[config.mk]
export PLATFORM = sky130hd
export DESIGN_NAME = analog_output_code_mapper
export DESIGN_NICKNAME = d
export VERILOG_FILES = /design/src/verilog/aout_pkg.sv /design/src/verilog/aout_code_if.sv /design/src/verilog/analog_output_code_mapper.sv /design/src/verilog/aout_classifier.sv /design/src/verilog/aout_irq.sv
export SDC_FILE = /design/constraint.sdc
export NUM_CORES = 1
export LEC_CHECK = 0
export BUFFER_PORTS_ARGS = -buffer_cell sky130_fd_sc_hd__buf_2
export CORE_UTILIZATION = 50
export CTS_CLUSTER_DIAMETER = 60
export DETAILED_ROUTE_END_ITERATION = 7
export PLACE_DENSITY = 0.88
export SYNTH_ARGS = -nofsm -noshare
export SYNTH_HDL_FRONTEND = slang
export SYNTH_HIERARCHICAL = 1
export SYNTH_SLANG_ARGS = --single-unit
[constraint.sdc]
create_clock -name pclk -period 3 [get_ports pclk]
set_input_delay 0.6 -clock pclk [delete_from_list [all_inputs] [get_ports pclk]]
set_output_delay 0.6 -clock pclk [all_outputs]
set_load 0.005 [all_outputs]
[src/verilog/aout_pkg.sv]
// Constants for the analog output code mapper: register map, code band
// limits, range and band encodings, status bit positions and interrupt width.
// Assumes a 32-bit APB register bus with word-aligned registers.
package aout_pkg;

	// Register byte offsets
	localparam logic [7:0] OFF_CTRL = 8'h00;
	localparam logic [7:0] OFF_DATA = 8'h04;
	localparam logic [7:0] OFF_SUBST = 8'h08;
	localparam logic [7:0] OFF_STATUS = 8'h0C;
	localparam logic [7:0] OFF_DRIVE = 8'h10;
	localparam logic [7:0] OFF_IRQ_STATUS = 8'h14;
	localparam logic [7:0] OFF_IRQ_CLEAR = 8'h18;
	localparam logic [7:0] OFF_IRQ_ENABLE = 8'h1C;

	// Control register fields
	localparam int CTRL_RANGE_LSB = 0;
	localparam int CTRL_KEEP_LAST_BIT = 2;
	localparam int CTRL_RUN_BIT = 3;
	localparam int CTRL_INTEGRATED_BIT = 4;
	localparam logic [4:0] CTRL_RESET = 5'h00;
	localparam logic [15:0] SUBST_RESET = 16'h0000;
	localparam logic [15:0] DATA_RESET = 16'h0000;

	// Signed code band limits
	localparam logic signed [15:0] RATED_POS = 16'sh6C00;
	localparam logic signed [15:0] RATED_NEG = 16'sh9400;
	localparam logic signed [15:0] OVERSHOOT_MAX = 16'sh7EFF;
	localparam logic signed [15:0] UNDERSHOOT_MIN = 16'sh8100;
	localparam logic signed [15:0] LIVE_ZERO_MIN = 16'shE500;
	localparam logic signed [15:0] CODE_ZERO = 16'sh0000;

	// Output ranges
	typedef enum logic [1:0] {
		RANGE_VOLT = 2'b00,
		RANGE_MA_0_20 = 2'b01,
		RANGE_MA_4_20 = 2'b10
	} out_range_t;

	// Band classification
	typedef enum logic [2:0] {
		BAND_RATED = 3'b000,
		BAND_OVERSHOOT = 3'b001,
		BAND_UNDERSHOOT = 3'b010,
		BAND_OVERFLOW = 3'b011,
		BAND_UNDERFLOW = 3'b100,
		BAND_CLAMPED = 3'b101
	} band_t;

	// Status and interrupt bits
	localparam int ST_BAND_LSB = 0;
	localparam int ST_OVERFLOW_BIT = 3;
	localparam int ST_UNDERFLOW_BIT = 4;
	localparam int ST_SHORT_BIT = 5;
	localparam int ST_WIRE_BREAK_BIT = 6;
	localparam int ST_SUBST_BIT = 7;
	localparam int IRQ_WIDTH = 4;

endpackage
[src/verilog/aout_code_if.sv]
// Carrier between the classifier and the main block.
// Assumes one clock domain; all signals are plain levels.
`timescale 1ns/1ps
interface aout_code_if;
	logic [15:0] code;
	aout_pkg::out_range_t range;
	logic integrated;
	aout_pkg::band_t band;
	logic [15:0] mapped;

	modport classifier
	(
		input code,
		input range,
		input integrated,
		output band,
		output mapped
	);
	modport user
	(
		output code,
		output range,
		output integrated,
		input band,
		input mapped
	);
endinterface

[src/verilog/analog_output_code_mapper.sv]
// Analog output code mapper: APB registers, band classification, stop
// and overflow substitution, diagnostics and interrupt.
// Assumes fault detector inputs are synchronous levels from the analog side.
//
// Contract
// RQ1 - Volt range: codes -27648..27648 are rated, ends give full scale.
// RQ2 - Volt overshoot 27649..32511, undershoot -27649..-32512, driven on.
// RQ3 - Codes above 32511 or below -32512 overflow; drive substitute.
// RQ4 - Current ranges: codes 0..27648 rated, 27648 gives 20 mA.
// RQ5 - 4-20 mA range: codes down to -6912 are undershoot, 0 mA at -6912.
// RQ6 - Current codes -6913..-32512 are clamped to 0 mA.
// RQ7 - Integrated variant: no negative codes, overshoot and overflow kept.
// RQ8 - On RUN to STOP hold last value or drive substitute, default 0.
// RQ9 - Controller picks stop reaction; same choice applies on overflow.
// RQ10 - Controller picks one of three ranges; codes scaled and checked so.
// RQ11 - Short to ground only in volt mode; over/underflow in all ranges.
// RQ12 - Wire break reported only in current modes.
// RQ13 - Band and diagnostics readable as flags, clear when condition ends.
`timescale 1ns/1ps
module analog_output_code_mapper
(
	// Clock and reset
	input wire logic pclk,
	input wire logic presetn,
	// APB slave
	input wire logic psel,
	input wire logic penable,
	input wire logic pwrite,
	input wire logic [7:0] paddr,
	input wire logic [31:0] pwdata,
	input wire logic [3:0] pstrb,
	output logic [31:0] prdata,
	output logic pready,
	output logic pslverr,
	// Analog side
	input wire logic short_detect,
	input wire logic open_detect,
	output logic [15:0] drive_code,
	output logic [1:0] drive_range,
	// Interrupt
	output logic irq
);

	logic [4:0] ctrl_reg;
	logic [15:0] data_reg;
	logic [15:0] subst_reg;
	logic [15:0] drive_reg;
	logic [15:0] drive_next;
	logic [7:0] status_reg;
	logic [7:0] status_next;
	logic [3:0] irq_en_reg;
	logic run_d_reg;
	logic stopped_reg;
	logic stopped_next;

	aout_code_if cif ();

	// Bus decode
	wire wr = psel && penable && pwrite;
	wire rd_ok;
	wire hit_ctrl = paddr == aout_pkg::OFF_CTRL;
	wire hit_data = paddr == aout_pkg::OFF_DATA;
	wire hit_subst = paddr == aout_pkg::OFF_SUBST;
	wire hit_status = paddr == aout_pkg::OFF_STATUS;
	wire hit_drive = paddr == aout_pkg::OFF_DRIVE;
	wire hit_ist = paddr == aout_pkg::OFF_IRQ_STATUS;
	wire hit_iclr = paddr == aout_pkg::OFF_IRQ_CLEAR;
	wire hit_ien = paddr == aout_pkg::OFF_IRQ_ENABLE;
	wire mapped_hit = hit_ctrl | hit_data | hit_subst | hit_status
		| hit_drive | hit_ist | hit_iclr | hit_ien;
	wire ro_hit = hit_status | hit_drive | hit_ist;

	function automatic logic [15:0] merge16(input logic [15:0] old,
		input logic [31:0] wd, input logic [3:0] st);
		merge16 = {st[1] ? wd[15:8] : old[15:8], st[0] ? wd[7:0] : old[7:0]};
	endfunction

	// Signed span test for band checks
	function automatic logic in_span(input logic [15:0] code,
		input logic signed [15:0] lo, input logic signed [15:0] hi);
		in_span = signed'(code) >= lo && signed'(code) <= hi;
	endfunction

	// Control fields
	wire [1:0] range_raw = ctrl_reg[aout_pkg::CTRL_RANGE_LSB +: 2];
	wire keep_last = ctrl_reg[aout_pkg::CTRL_KEEP_LAST_BIT];
	wire run = ctrl_reg[aout_pkg::CTRL_RUN_BIT];
	wire integrated = ctrl_reg[aout_pkg::CTRL_INTEGRATED_BIT];
	// Unused code 3 falls back to volt
	wire aout_pkg::out_range_t range_sel = (range_raw == 2'b11) // see RQ10
		? aout_pkg::RANGE_VOLT : aout_pkg::out_range_t'(range_raw);
	wire is_volt = range_sel == aout_pkg::RANGE_VOLT;

	assign cif.code = data_reg;
	assign cif.range = range_sel;
	assign cif.integrated = integrated && !is_volt;

	aout_classifier u_classifier
	(
		.cif(cif.classifier)
	);

	// Substitution decision
	wire is_ovf = cif.band == aout_pkg::BAND_OVERFLOW;
	wire is_unf = cif.band == aout_pkg::BAND_UNDERFLOW;
	wire run_to_stop = run_d_reg && !run;
	assign stopped_next = run ? 1'b0 : (stopped_reg | run_to_stop);
	wire stop_act = stopped_next; // see RQ8
	wire need_subst = stop_act || is_ovf || is_unf; // see RQ3 RQ9
	// Keep last: hold drive; otherwise substitute value
	assign drive_next = !need_subst ? cif.mapped : // see RQ1 RQ2 RQ4 RQ5
		keep_last ? drive_reg : subst_reg; // see RQ8 RQ9

	// Diagnostics follow their conditions
	wire short_flag = short_detect && is_volt; // see RQ11
	wire open_flag = open_detect && !is_volt; // see RQ12
	assign status_next = {need_subst, open_flag, short_flag, is_unf, is_ovf,
		cif.band}; // see RQ13 RQ11

	// Interrupt events on rising flags
	wire [3:0] ev_now = {open_flag, short_flag, is_unf, is_ovf};
	wire [3:0] ev_old = status_reg[6:3];
	wire [3:0] ev_pulse = ev_now & ~ev_old;
	wire [3:0] irq_status;
	wire [3:0] clr_mask = (wr && hit_iclr) ? pwdata[3:0] : 4'h0;

	aout_irq u_irq
	(
		.pclk(pclk),
		.presetn(presetn),
		.event_pulse(ev_pulse),
		.clear_mask(clr_mask),
		.enable_mask(irq_en_reg),
		.status(irq_status),
		.irq(irq)
	);

	always_ff @(posedge pclk or negedge presetn)
	begin
		if (!presetn)
		begin
			ctrl_reg <= aout_pkg::CTRL_RESET;
			data_reg <= aout_pkg::DATA_RESET;
			subst_reg <= aout_pkg::SUBST_RESET; // see RQ8
			irq_en_reg <= 4'h0;
		end
		else if (wr)
		begin
			if (hit_ctrl && pstrb[0])
				ctrl_reg <= pwdata[4:0];
			if (hit_data)
				data_reg <= merge16(data_reg, pwdata, pstrb);
			if (hit_subst)
				subst_reg <= merge16(subst_reg, pwdata, pstrb);
			if (hit_ien && pstrb[0])
				irq_en_reg <= pwdata[3:0];
		end
	end

	always_ff @(posedge pclk or negedge presetn)
	begin
		if (!presetn)
		begin
			drive_reg <= aout_pkg::SUBST_RESET;
			status_reg <= 8'h00;
			run_d_reg <= 1'b0;
			stopped_reg <= 1'b0;
		end
		else
		begin
			drive_reg <= drive_next;
			status_reg <= status_next;
			run_d_reg <= run;
			stopped_reg <= stopped_next;
		end
	end

	// Read mux
	wire [31:0] rd_data =
		hit_ctrl ? {27'h000_0000, ctrl_reg} :
		hit_data ? {16'h0000, data_reg} :
		hit_subst ? {16'h0000, subst_reg} :
		hit_status ? {24'h00_0000, status_reg} :
		hit_drive ? {16'h0000, drive_reg} :
		hit_ist ? {28'h000_0000, irq_status} :
		hit_ien ? {28'h000_0000, irq_en_reg} : 32'h0000_0000;
	assign rd_ok = mapped_hit && !hit_iclr;

	always_ff @(posedge pclk or negedge presetn)
	begin
		if (!presetn)
			prdata <= 32'h0000_0000;
		else if (psel && !penable && !pwrite)
			prdata <= rd_ok ? rd_data : 32'h0000_0000;
	end

	assign pready = 1'b1;
	assign pslverr = psel && penable && (!mapped_hit || (pwrite && ro_hit)
		|| (!pwrite && hit_iclr));
	assign drive_code = drive_reg;
	assign drive_range = range_sel;

	// Pass-through and substitution
	a_ovf_substitutes: assert property (@(posedge pclk) // see RQ3
		disable iff (!presetn)
		(is_ovf && !keep_last) |=> drive_reg == $past(subst_reg))
		else $error("overflow did not drive substitute");
	a_unf_substitutes: assert property (@(posedge pclk) // see RQ3
		disable iff (!presetn)
		(is_unf && !keep_last) |=> drive_reg == $past(subst_reg))
		else $error("underflow did not drive substitute");
	a_fault_keeps_last: assert property (@(posedge pclk) // see RQ9
		disable iff (!presetn)
		((is_ovf || is_unf) && keep_last) |=> $stable(drive_reg))
		else $error("overflow did not keep last value");
	a_volt_passes_rated: assert property (@(posedge pclk) // see RQ1
		disable iff (!presetn)
		(is_volt && !need_subst && cif.band == aout_pkg::BAND_RATED)
		|=> drive_reg == $past(data_reg))
		else $error("rated volt code not passed");
	a_current_passes: assert property (@(posedge pclk) // see RQ4
		disable iff (!presetn)
		(!is_volt && !need_subst && cif.band == aout_pkg::BAND_RATED)
		|=> drive_reg == $past(data_reg))
		else $error("rated current code not passed");
	a_overshoot_driven: assert property (@(posedge pclk) // see RQ2
		disable iff (!presetn)
		(cif.band == aout_pkg::BAND_OVERSHOOT && !stop_act)
		|=> drive_reg == $past(data_reg))
		else $error("overshoot code not driven");
	a_clamp_zero_ma: assert property (@(posedge pclk) // see RQ6
		disable iff (!presetn)
		(!is_volt && !need_subst
		&& signed'(data_reg) < aout_pkg::LIVE_ZERO_MIN)
		|=> drive_reg == ($past(range_sel) == aout_pkg::RANGE_MA_4_20
		? aout_pkg::LIVE_ZERO_MIN : aout_pkg::CODE_ZERO))
		else $error("negative current not clamped");

	// Stop reaction
	a_stop_holds: assert property (@(posedge pclk) // see RQ8
		disable iff (!presetn)
		(run_to_stop && keep_last) |=> $stable(drive_reg))
		else $error("stop did not hold last value");
	a_stop_substitutes: assert property (@(posedge pclk) // see RQ8
		disable iff (!presetn)
		(stop_act && !keep_last) |=> drive_reg == $past(subst_reg))
		else $error("stop did not drive substitute");
	a_run_ends_stop: assert property (@(posedge pclk) // see RQ8
		disable iff (!presetn)
		run |=> !stopped_reg)
		else $error("stop state outlived run");

	// Band classification
	a_volt_rated_band: assert property (@(posedge pclk) // see RQ1
		disable iff (!presetn)
		(is_volt && in_span(data_reg, aout_pkg::RATED_NEG,
		aout_pkg::RATED_POS)) |-> cif.band == aout_pkg::BAND_RATED)
		else $error("rated volt code misclassed");
	a_overshoot_band: assert property (@(posedge pclk) // see RQ2
		disable iff (!presetn)
		(signed'(data_reg) > aout_pkg::RATED_POS
		&& signed'(data_reg) <= aout_pkg::OVERSHOOT_MAX)
		|-> cif.band == aout_pkg::BAND_OVERSHOOT)
		else $error("overshoot code misclassed");
	a_undershoot_band: assert property (@(posedge pclk) // see RQ2
		disable iff (!presetn)
		(is_volt && signed'(data_reg) < aout_pkg::RATED_NEG
		&& signed'(data_reg) >= aout_pkg::UNDERSHOOT_MIN)
		|-> cif.band == aout_pkg::BAND_UNDERSHOOT)
		else $error("volt undershoot misclassed");
	a_overflow_band: assert property (@(posedge pclk) // see RQ3
		disable iff (!presetn)
		signed'(data_reg) > aout_pkg::OVERSHOOT_MAX |-> is_ovf)
		else $error("overflow code misclassed");
	a_underflow_band: assert property (@(posedge pclk) // see RQ3
		disable iff (!presetn)
		signed'(data_reg) < aout_pkg::UNDERSHOOT_MIN |-> is_unf)
		else $error("underflow code misclassed");
	a_current_rated: assert property (@(posedge pclk) // see RQ4
		disable iff (!presetn)
		(!is_volt && in_span(data_reg, aout_pkg::CODE_ZERO,
		aout_pkg::RATED_POS)) |-> cif.band == aout_pkg::BAND_RATED)
		else $error("rated current code misclassed");
	a_live_undershoot: assert property (@(posedge pclk) // see RQ5
		disable iff (!presetn)
		(range_sel == aout_pkg::RANGE_MA_4_20 && !integrated
		&& signed'(data_reg) >= aout_pkg::LIVE_ZERO_MIN
		&& signed'(data_reg) < 0)
		|-> cif.band == aout_pkg::BAND_UNDERSHOOT)
		else $error("live zero undershoot misclassed");
	a_integrated_no_neg: assert property (@(posedge pclk) // see RQ7
		disable iff (!presetn)
		(integrated && !is_volt && !is_unf && signed'(data_reg) < 0)
		|-> cif.band == aout_pkg::BAND_CLAMPED)
		else $error("integrated variant accepted negative");

	// Diagnostics and flags
	a_short_volt_only: assert property (@(posedge pclk) // see RQ11
		disable iff (!presetn)
		!is_volt |=> !status_reg[aout_pkg::ST_SHORT_BIT])
		else $error("short flag outside volt mode");
	a_break_current_only: assert property (@(posedge pclk) // see RQ12
		disable iff (!presetn)
		is_volt |=> !status_reg[aout_pkg::ST_WIRE_BREAK_BIT])
		else $error("wire break flag in volt mode");
	a_short_reported: assert property (@(posedge pclk) // see RQ11
		disable iff (!presetn)
		(is_volt && short_detect) |=> status_reg[aout_pkg::ST_SHORT_BIT])
		else $error("short to ground not reported");
	a_break_reported: assert property (@(posedge pclk) // see RQ12
		disable iff (!presetn)
		(!is_volt && open_detect)
		|=> status_reg[aout_pkg::ST_WIRE_BREAK_BIT])
		else $error("wire break not reported");
	a_flag_follows: assert property (@(posedge pclk) // see RQ13
		disable iff (!presetn)
		!is_ovf |=> !status_reg[aout_pkg::ST_OVERFLOW_BIT])
		else $error("overflow flag did not clear");
	a_unf_flag_follows: assert property (@(posedge pclk) // see RQ13
		disable iff (!presetn)
		!is_unf |=> !status_reg[aout_pkg::ST_UNDERFLOW_BIT])
		else $error("underflow flag did not clear");
	a_irq_level: assert property (@(posedge pclk) // see RQ11
		disable iff (!presetn)
		|(irq_status & irq_en_reg) |-> irq)
		else $error("enabled event did not raise irq");

	// Register bus
	a_ctrl_write_lands: assert property (@(posedge pclk) // see RQ10
		disable iff (!presetn)
		(wr && hit_ctrl && pstrb[0]) |=> ctrl_reg == $past(pwdata[4:0]))
		else $error("control write lost");
	a_status_read: assert property (@(posedge pclk) // see RQ13
		disable iff (!presetn)
		(psel && !penable && !pwrite && hit_status)
		|=> prdata == {24'h00_0000, $past(status_reg)})
		else $error("status read data wrong");

	c_overflow: cover property (@(posedge pclk) disable iff (!presetn) is_ovf);
	c_run_stop: cover property (@(posedge pclk) disable iff (!presetn)
		run_to_stop);
	c_clamp: cover property (@(posedge pclk) disable iff (!presetn)
		cif.band == aout_pkg::BAND_CLAMPED);
	c_irq: cover property (@(posedge pclk) disable iff (!presetn) irq);
	c_stop_keep: cover property (@(posedge pclk) disable iff (!presetn)
		run_to_stop && keep_last);

endmodule

[src/verilog/aout_classifier.sv]
// Combinational band classifier and current-clamp mapping of a code.
// Assumes the range select is stable while the code is classified.
`timescale 1ns/1ps
module aout_classifier
(
	// Code and band
	aout_code_if.classifier cif
);

	wire signed [15:0] c = signed'(cif.code);
	wire is_volt = cif.range == aout_pkg::RANGE_VOLT;
	wire is_live = cif.range == aout_pkg::RANGE_MA_4_20;
	wire over = c > aout_pkg::OVERSHOOT_MAX;
	wire under = c < aout_pkg::UNDERSHOOT_MIN;
	wire above = c > aout_pkg::RATED_POS;
	wire below_v = c < aout_pkg::RATED_NEG;
	wire below_zero = c < aout_pkg::CODE_ZERO;
	wire live_ok = is_live && !cif.integrated
		&& c >= aout_pkg::LIVE_ZERO_MIN;

	// Overflow and underflow win in every range
	assign cif.band = over ? aout_pkg::BAND_OVERFLOW : // see RQ3
		under ? aout_pkg::BAND_UNDERFLOW :
		above ? aout_pkg::BAND_OVERSHOOT : // see RQ2
		is_volt ? (below_v ? aout_pkg::BAND_UNDERSHOOT // see RQ1
			: aout_pkg::BAND_RATED) :
		!below_zero ? aout_pkg::BAND_RATED : // see RQ4
		live_ok ? aout_pkg::BAND_UNDERSHOOT : // see RQ5
		aout_pkg::BAND_CLAMPED; // see RQ6 RQ7

	// Current codes that would need negative current go to 0 mA
	assign cif.mapped = (cif.band == aout_pkg::BAND_CLAMPED) // see RQ6
		? (is_live ? aout_pkg::LIVE_ZERO_MIN : aout_pkg::CODE_ZERO)
		: cif.code;

endmodule

[src/verilog/aout_irq.sv]
// Sticky interrupt status with enable and write-one-to-clear.
// Assumes events are one-cycle pulses from the main block.
`timescale 1ns/1ps
module aout_irq
(
	// Clock and reset
	input wire logic pclk,
	input wire logic presetn,
	// Events and software control
	input wire logic [aout_pkg::IRQ_WIDTH-1:0] event_pulse,
	input wire logic [aout_pkg::IRQ_WIDTH-1:0] clear_mask,
	input wire logic [aout_pkg::IRQ_WIDTH-1:0] enable_mask,
	// Results
	output logic [aout_pkg::IRQ_WIDTH-1:0] status,
	output logic irq
);

	logic [aout_pkg::IRQ_WIDTH-1:0] status_reg;
	wire [aout_pkg::IRQ_WIDTH-1:0] status_next =
		(status_reg & ~clear_mask) | event_pulse;

	always_ff @(posedge pclk or negedge presetn)
	begin
		if (!presetn)
			status_reg <= '0;
		else
			status_reg <= status_next;
	end

	assign status = status_reg;
	assign irq = |(status_reg & enable_mask);

	a_irq_set_wins: assert property (@(posedge pclk) disable iff (!presetn)
		|event_pulse |=> |status_reg)
		else $error("event lost in sticky status");

endmodule

### After elaboration in Yosys (flattened, before gate mapping)

Cells that the tools add are included.

| operators by class | value |
|---|---|
| magnitude comparators | 6 |
| muxes and demuxes | 22 |
| equality and inequality tests | 13 |
| reduce and logical (&&, ||, !) cells | 37 |
| bitwise operators | 16 |

Operators by type and width:

| kind | count |
|---|---|
| $mux W16 | 10 |
| $eq A8 B5 Y1 const B | 4 |
| $gt A16 B16 Y1 const B | 2 |
| $lt A16 B16 Y1 const B | 2 |
| $mux W3 | 6 |
| $logic_and A1 B1 Y1 | 17 |
| $eq A8 B4 Y1 const B | 2 |
| $ge A16 B14 Y1 const B | 1 |
| $lt A16 B1 Y1 const B | 1 |
| $and A4 B4 Y4 | 3 |
| $mux W4 | 3 |
| $reduce_and A3 Y1 | 4 |
| $or A1 B1 Y1 | 10 |
| $eq A8 B3 Y1 const B | 1 |
| $logic_not A8 Y1 | 1 |
| $not A4 Y4 | 2 |
| $logic_not A1 Y1 | 7 |
| $eq A3 B3 Y1 const B | 2 |
| $eq A2 B2 Y1 const B | 2 |
| $logic_or A1 B1 Y1 | 4 |
| $mux W2 | 2 |
| $or A4 B4 Y4 | 1 |
| $reduce_and A2 Y1 | 2 |
| $reduce_or A4 Y1 | 1 |
| 4 further kinds | 4 |

| word-level totals | value |
|---|---|
| register bits after elaboration | 103 |
| logic and storage cells | 106 |
| input bits | 51 |

### Logic depth before layout (Yosys ltp)

| logic depth | value |
|---|---|
| depth in word-level cells | 18 |
| mapped depth | 12 |
| gate-level depth less buffers | 10 |

### Hierarchy

Netlist, hierarchy kept.

By module, submodules not included:

| module | instances | cells an instance | area an instance (um^2) |
|---|---|---|---|
| analog_output_code_mapper | 1 | 357 | 4,329.2 |
| aout_classifier | 1 | 48 | 324.1 |
| aout_irq | 1 | 15 | 165.2 |

### Worst setup path after synthesis

No wires, ideal clock.

| path | value |
|---|---|
| kind | register to register |
| start point | reg ctrl_reg[0] |
| end point | reg drive_reg[6] (netlist: drive_code[6]) |
| path slack | 0.170 ns |
| data arrival time | 2.706 ns |
| cell stages (with the launch flop) | 12 |
| required time | 2.875 ns |
| setup time | 0.125 ns |
| buffers on the path | 2 |
| cells stage by stage | dfrtp_1 inv_1 ha_1 nor2b_1 or3_4 o21ai_0 a21oi_1 nor3b_1 or3_1 clkbuf_1 buf_2 mux2_2 |

| on the way | value |
|---|---|
| elaborated cells on any way between the ends | 23 |

RTL lines:

| what | line | text |
|---|---|---|
| start: declaration | analog_output_code_mapper.sv:44 | `logic [4:0] ctrl_reg;` |
| start signal: assignment | analog_output_code_mapper.sv:142 | `ctrl_reg <= aout_pkg::CTRL_RESET;` |
| start signal: assignment | analog_output_code_mapper.sv:150 | `ctrl_reg <= pwdata[4:0];` |
| $eq A2 B2 Y1 | analog_output_code_mapper.sv:90 | `wire aout_pkg::out_range_t range_sel = (range_raw == 2'b11)` |
| $mux W2 (*) | analog_output_code_mapper.sv:91 | `? aout_pkg::RANGE_VOLT : aout_pkg::out_range_t'(range_raw);` |
| $logic_not A2 Y1 (*) | analog_output_code_mapper.sv:92 | `wire is_volt = range_sel == aout_pkg::RANGE_VOLT;` |
| $logic_not A1 Y1 (*) | analog_output_code_mapper.sv:96 | `assign cif.integrated = integrated && !is_volt;` |
| $logic_and A1 B1 Y1 (*) | analog_output_code_mapper.sv:96 |  |
| net cif.integrated | aout_code_if.sv:7 | `logic integrated;` |
| $logic_not A1 Y1 (*) | aout_classifier.sv:18 | `wire live_ok = is_live && !cif.integrated` |
| $logic_and A1 B1 Y1 (*) | aout_classifier.sv:18 |  |
| (+5 left out) | n/a |  |
| $mux W3 (*) | aout_classifier.sv:23 | `under ? aout_pkg::BAND_UNDERFLOW :` |
| $mux W3 (*) | aout_classifier.sv:22 | `assign cif.band = over ? aout_pkg::BAND_OVERFLOW :` |
| net cif.band[0] | aout_code_if.sv:8 | `aout_pkg::band_t band;` |
| $eq A3 B3 Y1 (*) | analog_output_code_mapper.sv:105 | `wire is_unf = cif.band == aout_pkg::BAND_UNDERFLOW;` |
| net is_unf | analog_output_code_mapper.sv:105 |  |
| $logic_or A1 B1 Y1 (*) | analog_output_code_mapper.sv:109 | `wire need_subst = stop_act \|\| is_ovf \|\| is_unf;` |
| net need_subst | analog_output_code_mapper.sv:109 |  |
| $ne A2 B2 Y1 (no source line) / $mux W16 (equally long branches) | n/a |  |
| end signal: assignment | analog_output_code_mapper.sv:164 | `drive_reg <= aout_pkg::SUBST_RESET;` |
| end signal: assignment | analog_output_code_mapper.sv:171 | `drive_reg <= drive_next;` |
| end: declaration | analog_output_code_mapper.sv:47 | `logic [15:0] drive_reg;` |

Mark *: on every way through the listed nets, which the timed path passes. The rest lies on a longest branch.
A chain may end at the register's enable or synchronous reset.

### Final worst setup path

| path | value |
|---|---|
| start point | reg ctrl_reg[0] |
| end point | reg drive_reg[8] (netlist: drive_code[8]) |

| on the way | value |
|---|---|
| elaborated cells on any way between the ends | 24 |

RTL lines:

| what | line | text |
|---|---|---|
| $eq A2 B2 Y1 | analog_output_code_mapper.sv:90 |  |
| $mux W2 (*) | analog_output_code_mapper.sv:91 |  |
| $logic_not A2 Y1 (*) | analog_output_code_mapper.sv:92 |  |
| $logic_not A1 Y1 (*) | analog_output_code_mapper.sv:96 |  |
| $logic_and A1 B1 Y1 (*) | analog_output_code_mapper.sv:96 |  |
| net cif.integrated | aout_code_if.sv:7 |  |
| $logic_not A1 Y1 (*) | aout_classifier.sv:18 |  |
| $logic_and A1 B1 Y1 (*) | aout_classifier.sv:18 |  |
| (+4 left out) | n/a |  |
| $mux W3 (*) | aout_classifier.sv:24 | `above ? aout_pkg::BAND_OVERSHOOT :` |
| $mux W3 (*) | aout_classifier.sv:23 |  |
| $mux W3 (*) | aout_classifier.sv:22 |  |
| net cif.band[2] | aout_code_if.sv:8 |  |
| $eq A3 B3 Y1 (*) | analog_output_code_mapper.sv:105 |  |
| net is_unf | analog_output_code_mapper.sv:105 |  |
| $logic_or A1 B1 Y1 (*) | analog_output_code_mapper.sv:109 |  |
| $ne A2 B2 Y1 (no source line) / $mux W16 (equally long branches) | n/a |  |

Marks and branches as above.

==> metrics.yaml <==
run_status:
  outcome: "complete, no violations"
routing:
  first_pass_iters: 6
  ant_nets: 0
  vias: 3819
  drt-initial-drc-count: 470
  drc: 0
  via_per_inst: 6.110
  drt-total-wl_mm: 12.63
  avgRoutedWirePerCell_um: 20.21
final_layout:
  areaGrowthSynthToFinish_pct: 13.63
  instances_no_fill: 625
  drive_above_1_share: 0.3266
  fin_util: 0.5898
  nets: 545
  final_area_um2: 5475
  nFillCells: 765
  most-common-layout-cells: "87 x dfrtp_1, 67 x buf_2, 41 x mux2_2"
  final_common_cell: "dfrtp_1"
  antenna_cells: 0
timing:
  tightestPinTransition_ns: 0.8839
  tns_ns: 0
  setup_viol: 0
  rsz0062_at_grt: "no"
  hold_viol_final: 0
  fin_crit_sh: 0.9575
  whs_ns: 0.2647
  maxSlewViolCount: 0
  fmax_mhz: 348.1
  slew_headroom: 0.4107
  skew_ns: 0.009417
  worst_slack_ns: 0.1275
  period_minus_slack_ns: 2.873
floorplan:
  rows: 35
  die_x_um: 100.2
  dieHeight_um: 100.2
  initial_core_util: 0.5190
  io_pins: 104
  dieArea_um2: 10030
  core_area_um2: 9284
cts:
  path_clk_slew_ns: 0.09
  cts_tree: "done"
  cts.sinks: 87
  cts.path.max_buffers: 2
  ctsRootBufferMaster: "clkbuf_8"
  cts_max_level: 3
  clkLatencyLatePin_ns: 0.36
  numCtsBuffers: 9
  ctsHoldBuffers: 0
critical_path:
  path_max_fanout: 13
  worstSetupPathType: "reg2reg"
  reg2reg_depth: 10
  critPathCaptureType: "flop"
  start_kind: "flop"
  cp.arrival_ns: 3.12
  critPathRequiredTime_ns: 3.24
grt:
  antenna_found_initial: 0
  grt_use_total: 0.2597
  grt.overflow.total: 0
  grt_max_degree: 88
  grt_pass1_vias: 3814
  grt_pass1_wl_mm: 19.80
yosys:
  asyncSetResetFlopFracSynth: 1.000
  synth_seq_cells: 87
  yosysSeqAreaShare: 0.4518
  synth_flop_cell: "dfrtp_1"
  yosysUniqueCellTypes: 63
  ys_warn_count: 6
  post_synth_mux_area_share: 0.2106
  synth_compound_area_frac: 0.1156
  synth_top_family_by_area: "multiplexers"
  netlist_area_um2: 4818
  synthXorXnorAreaFrac: 0.001818
  synth-adder-area-share: 0.005193
  yosys.area_share.simple: 0.1592
  syn_avg_cell_area_um2: 11.47
  synth_edf_count: 0
  syn_inst: 420
power:
  power.share.sequential: 0.544
  leakagePower_nw: 2.791
  power.share.clock: 0.363
  power_mw: 2.208
  power_switching_share: 0.2436
  switching_power_mw: 0.5378
  p_int_mw: 1.670
  power.density_nw_per_um2: 403.3
  ir_worst_vdd_mv: 0.2046
  p_comb_frac: 0.093
placed_design:
  dpl.cell_count: 608
  gp_congestion: 0.9172
  place_ws_ns: 0.1004
  placed_cell_area_um2: 5266
  portBuffers: 68
  dp_hpwl_mm: 8.878
flow_run:
  drv_cap: 0
min_path:
  hold_path_class: "in2async"
[power groups by stage]
| stage | logic, mW | registers, mW | clock network, mW |
|---|---|---|---|
| final | 0.206 | 1.20 | 0.802 |
| after CTS | 0.203 | 1.20 | 0.808 |
| after global routing | 0.223 | 1.20 | 0.847 |
| after global placement | 0.193 | 1.22 | 0 |
| after floorplan | 0.120 | 1.22 | 0 |
| after detailed placement | 0.201 | 1.22 | 0 |
[cells in the mapped netlist, types with 9 or more instances]
cell type | count | area [µm²]
buf_4 | 17 | 127.6
dfrtp_1 | 87 | 2177
inv_1 | 9 | 33.78
nor3b_1 | 10 | 75.07
and2_1 | 16 | 100.1
a22oi_1 | 11 | 82.58
mux2_2 | 41 | 461.7
o21ai_1 | 9 | 45.04
a211oi_1 | 11 | 82.58
and3_1 | 11 | 68.82
clkbuf_1 | 11 | 41.29
nor2_1 | 9 | 33.78
mux2_1 | 34 | 382.9
nand2_1 | 21 | 78.83
[worst max-delay path, cell delays in order, from the launching register on]
cell and delay, ns:
dfrtp_1 0.38, inv_1 0.07, ha_1 0.35, nor2b_1 0.09
or3_4 0.43, o21ai_1 0.17, nand2_1 0.13, nor3b_2 0.20
or3_1 0.44, buf_12 0.18, mux2_1 0.31
[per-layer routing]
| metal | track usage | wire length, µm | up-vias |
|---|---|---|---|
| li1 | - | - | 1660 |
| met1 | 0.3497 | 5189 | 1881 |
| met2 | 0.4120 | 5992 | 236 |
| met3 | 0.05014 | 1083 | 42 |
| met4 | 0.1104 | 365 | 0 |
| met5 | 0 | 0 | - |
[path summary, 6_finish.rpt]
kind | slack, ns | startpoint | endpoint
min in group pclk | 0.46 | ctrl_reg[3] | run_d_reg
hold reg to reg | 0.46 | ctrl_reg[3] | run_d_reg
setup reg to reg | 0.13 | ctrl_reg[0] | drive_code[8]
max in group asynchronous | 2.36 | presetn | subst_reg[2]
hold / removal | 0.26 | presetn | cif.code[11]
setup / recovery | 0.13 | ctrl_reg[0] | drive_code[8]
[what timing repair did]
action / CTS / global route
buffers inserted: 0 / 2
resized for setup: 0 / 2
endpoints found under the setup margin: 0 / 16
[area by class of cell]
cell class / instances / area, µm² / share of cell area
multi-input cells: 303 / 2441 / 0.4458
repair buffers: 82 / 473.0 / 0.08638
inverters: 9 / 33.78 / 0.006170
clock inverters: 3 / 43.79 / 0.007998
clock buffers: 12 / 145.1 / 0.02651
flip-flops and latches: 87 / 2177 / 0.3976
well taps: 129 / 161.4 / 0.02948
[logic make-up (layout without fill, tap and decap cells)]
| family | count (synthesis) | after routing |
|---|---|---|
| mux | 88 | 88 |
| other cells | 2 | 17 |
| compound gates | 76 | 76 |
| flops | 87 | 87 |
| fa+ha+maj | 2 | 2 |
| xor+xnor | 1 | 1 |
| simple gates | 119 | 119 |
| buf+inv | 45 | 106 |
(Power assumes the default switching activity.)
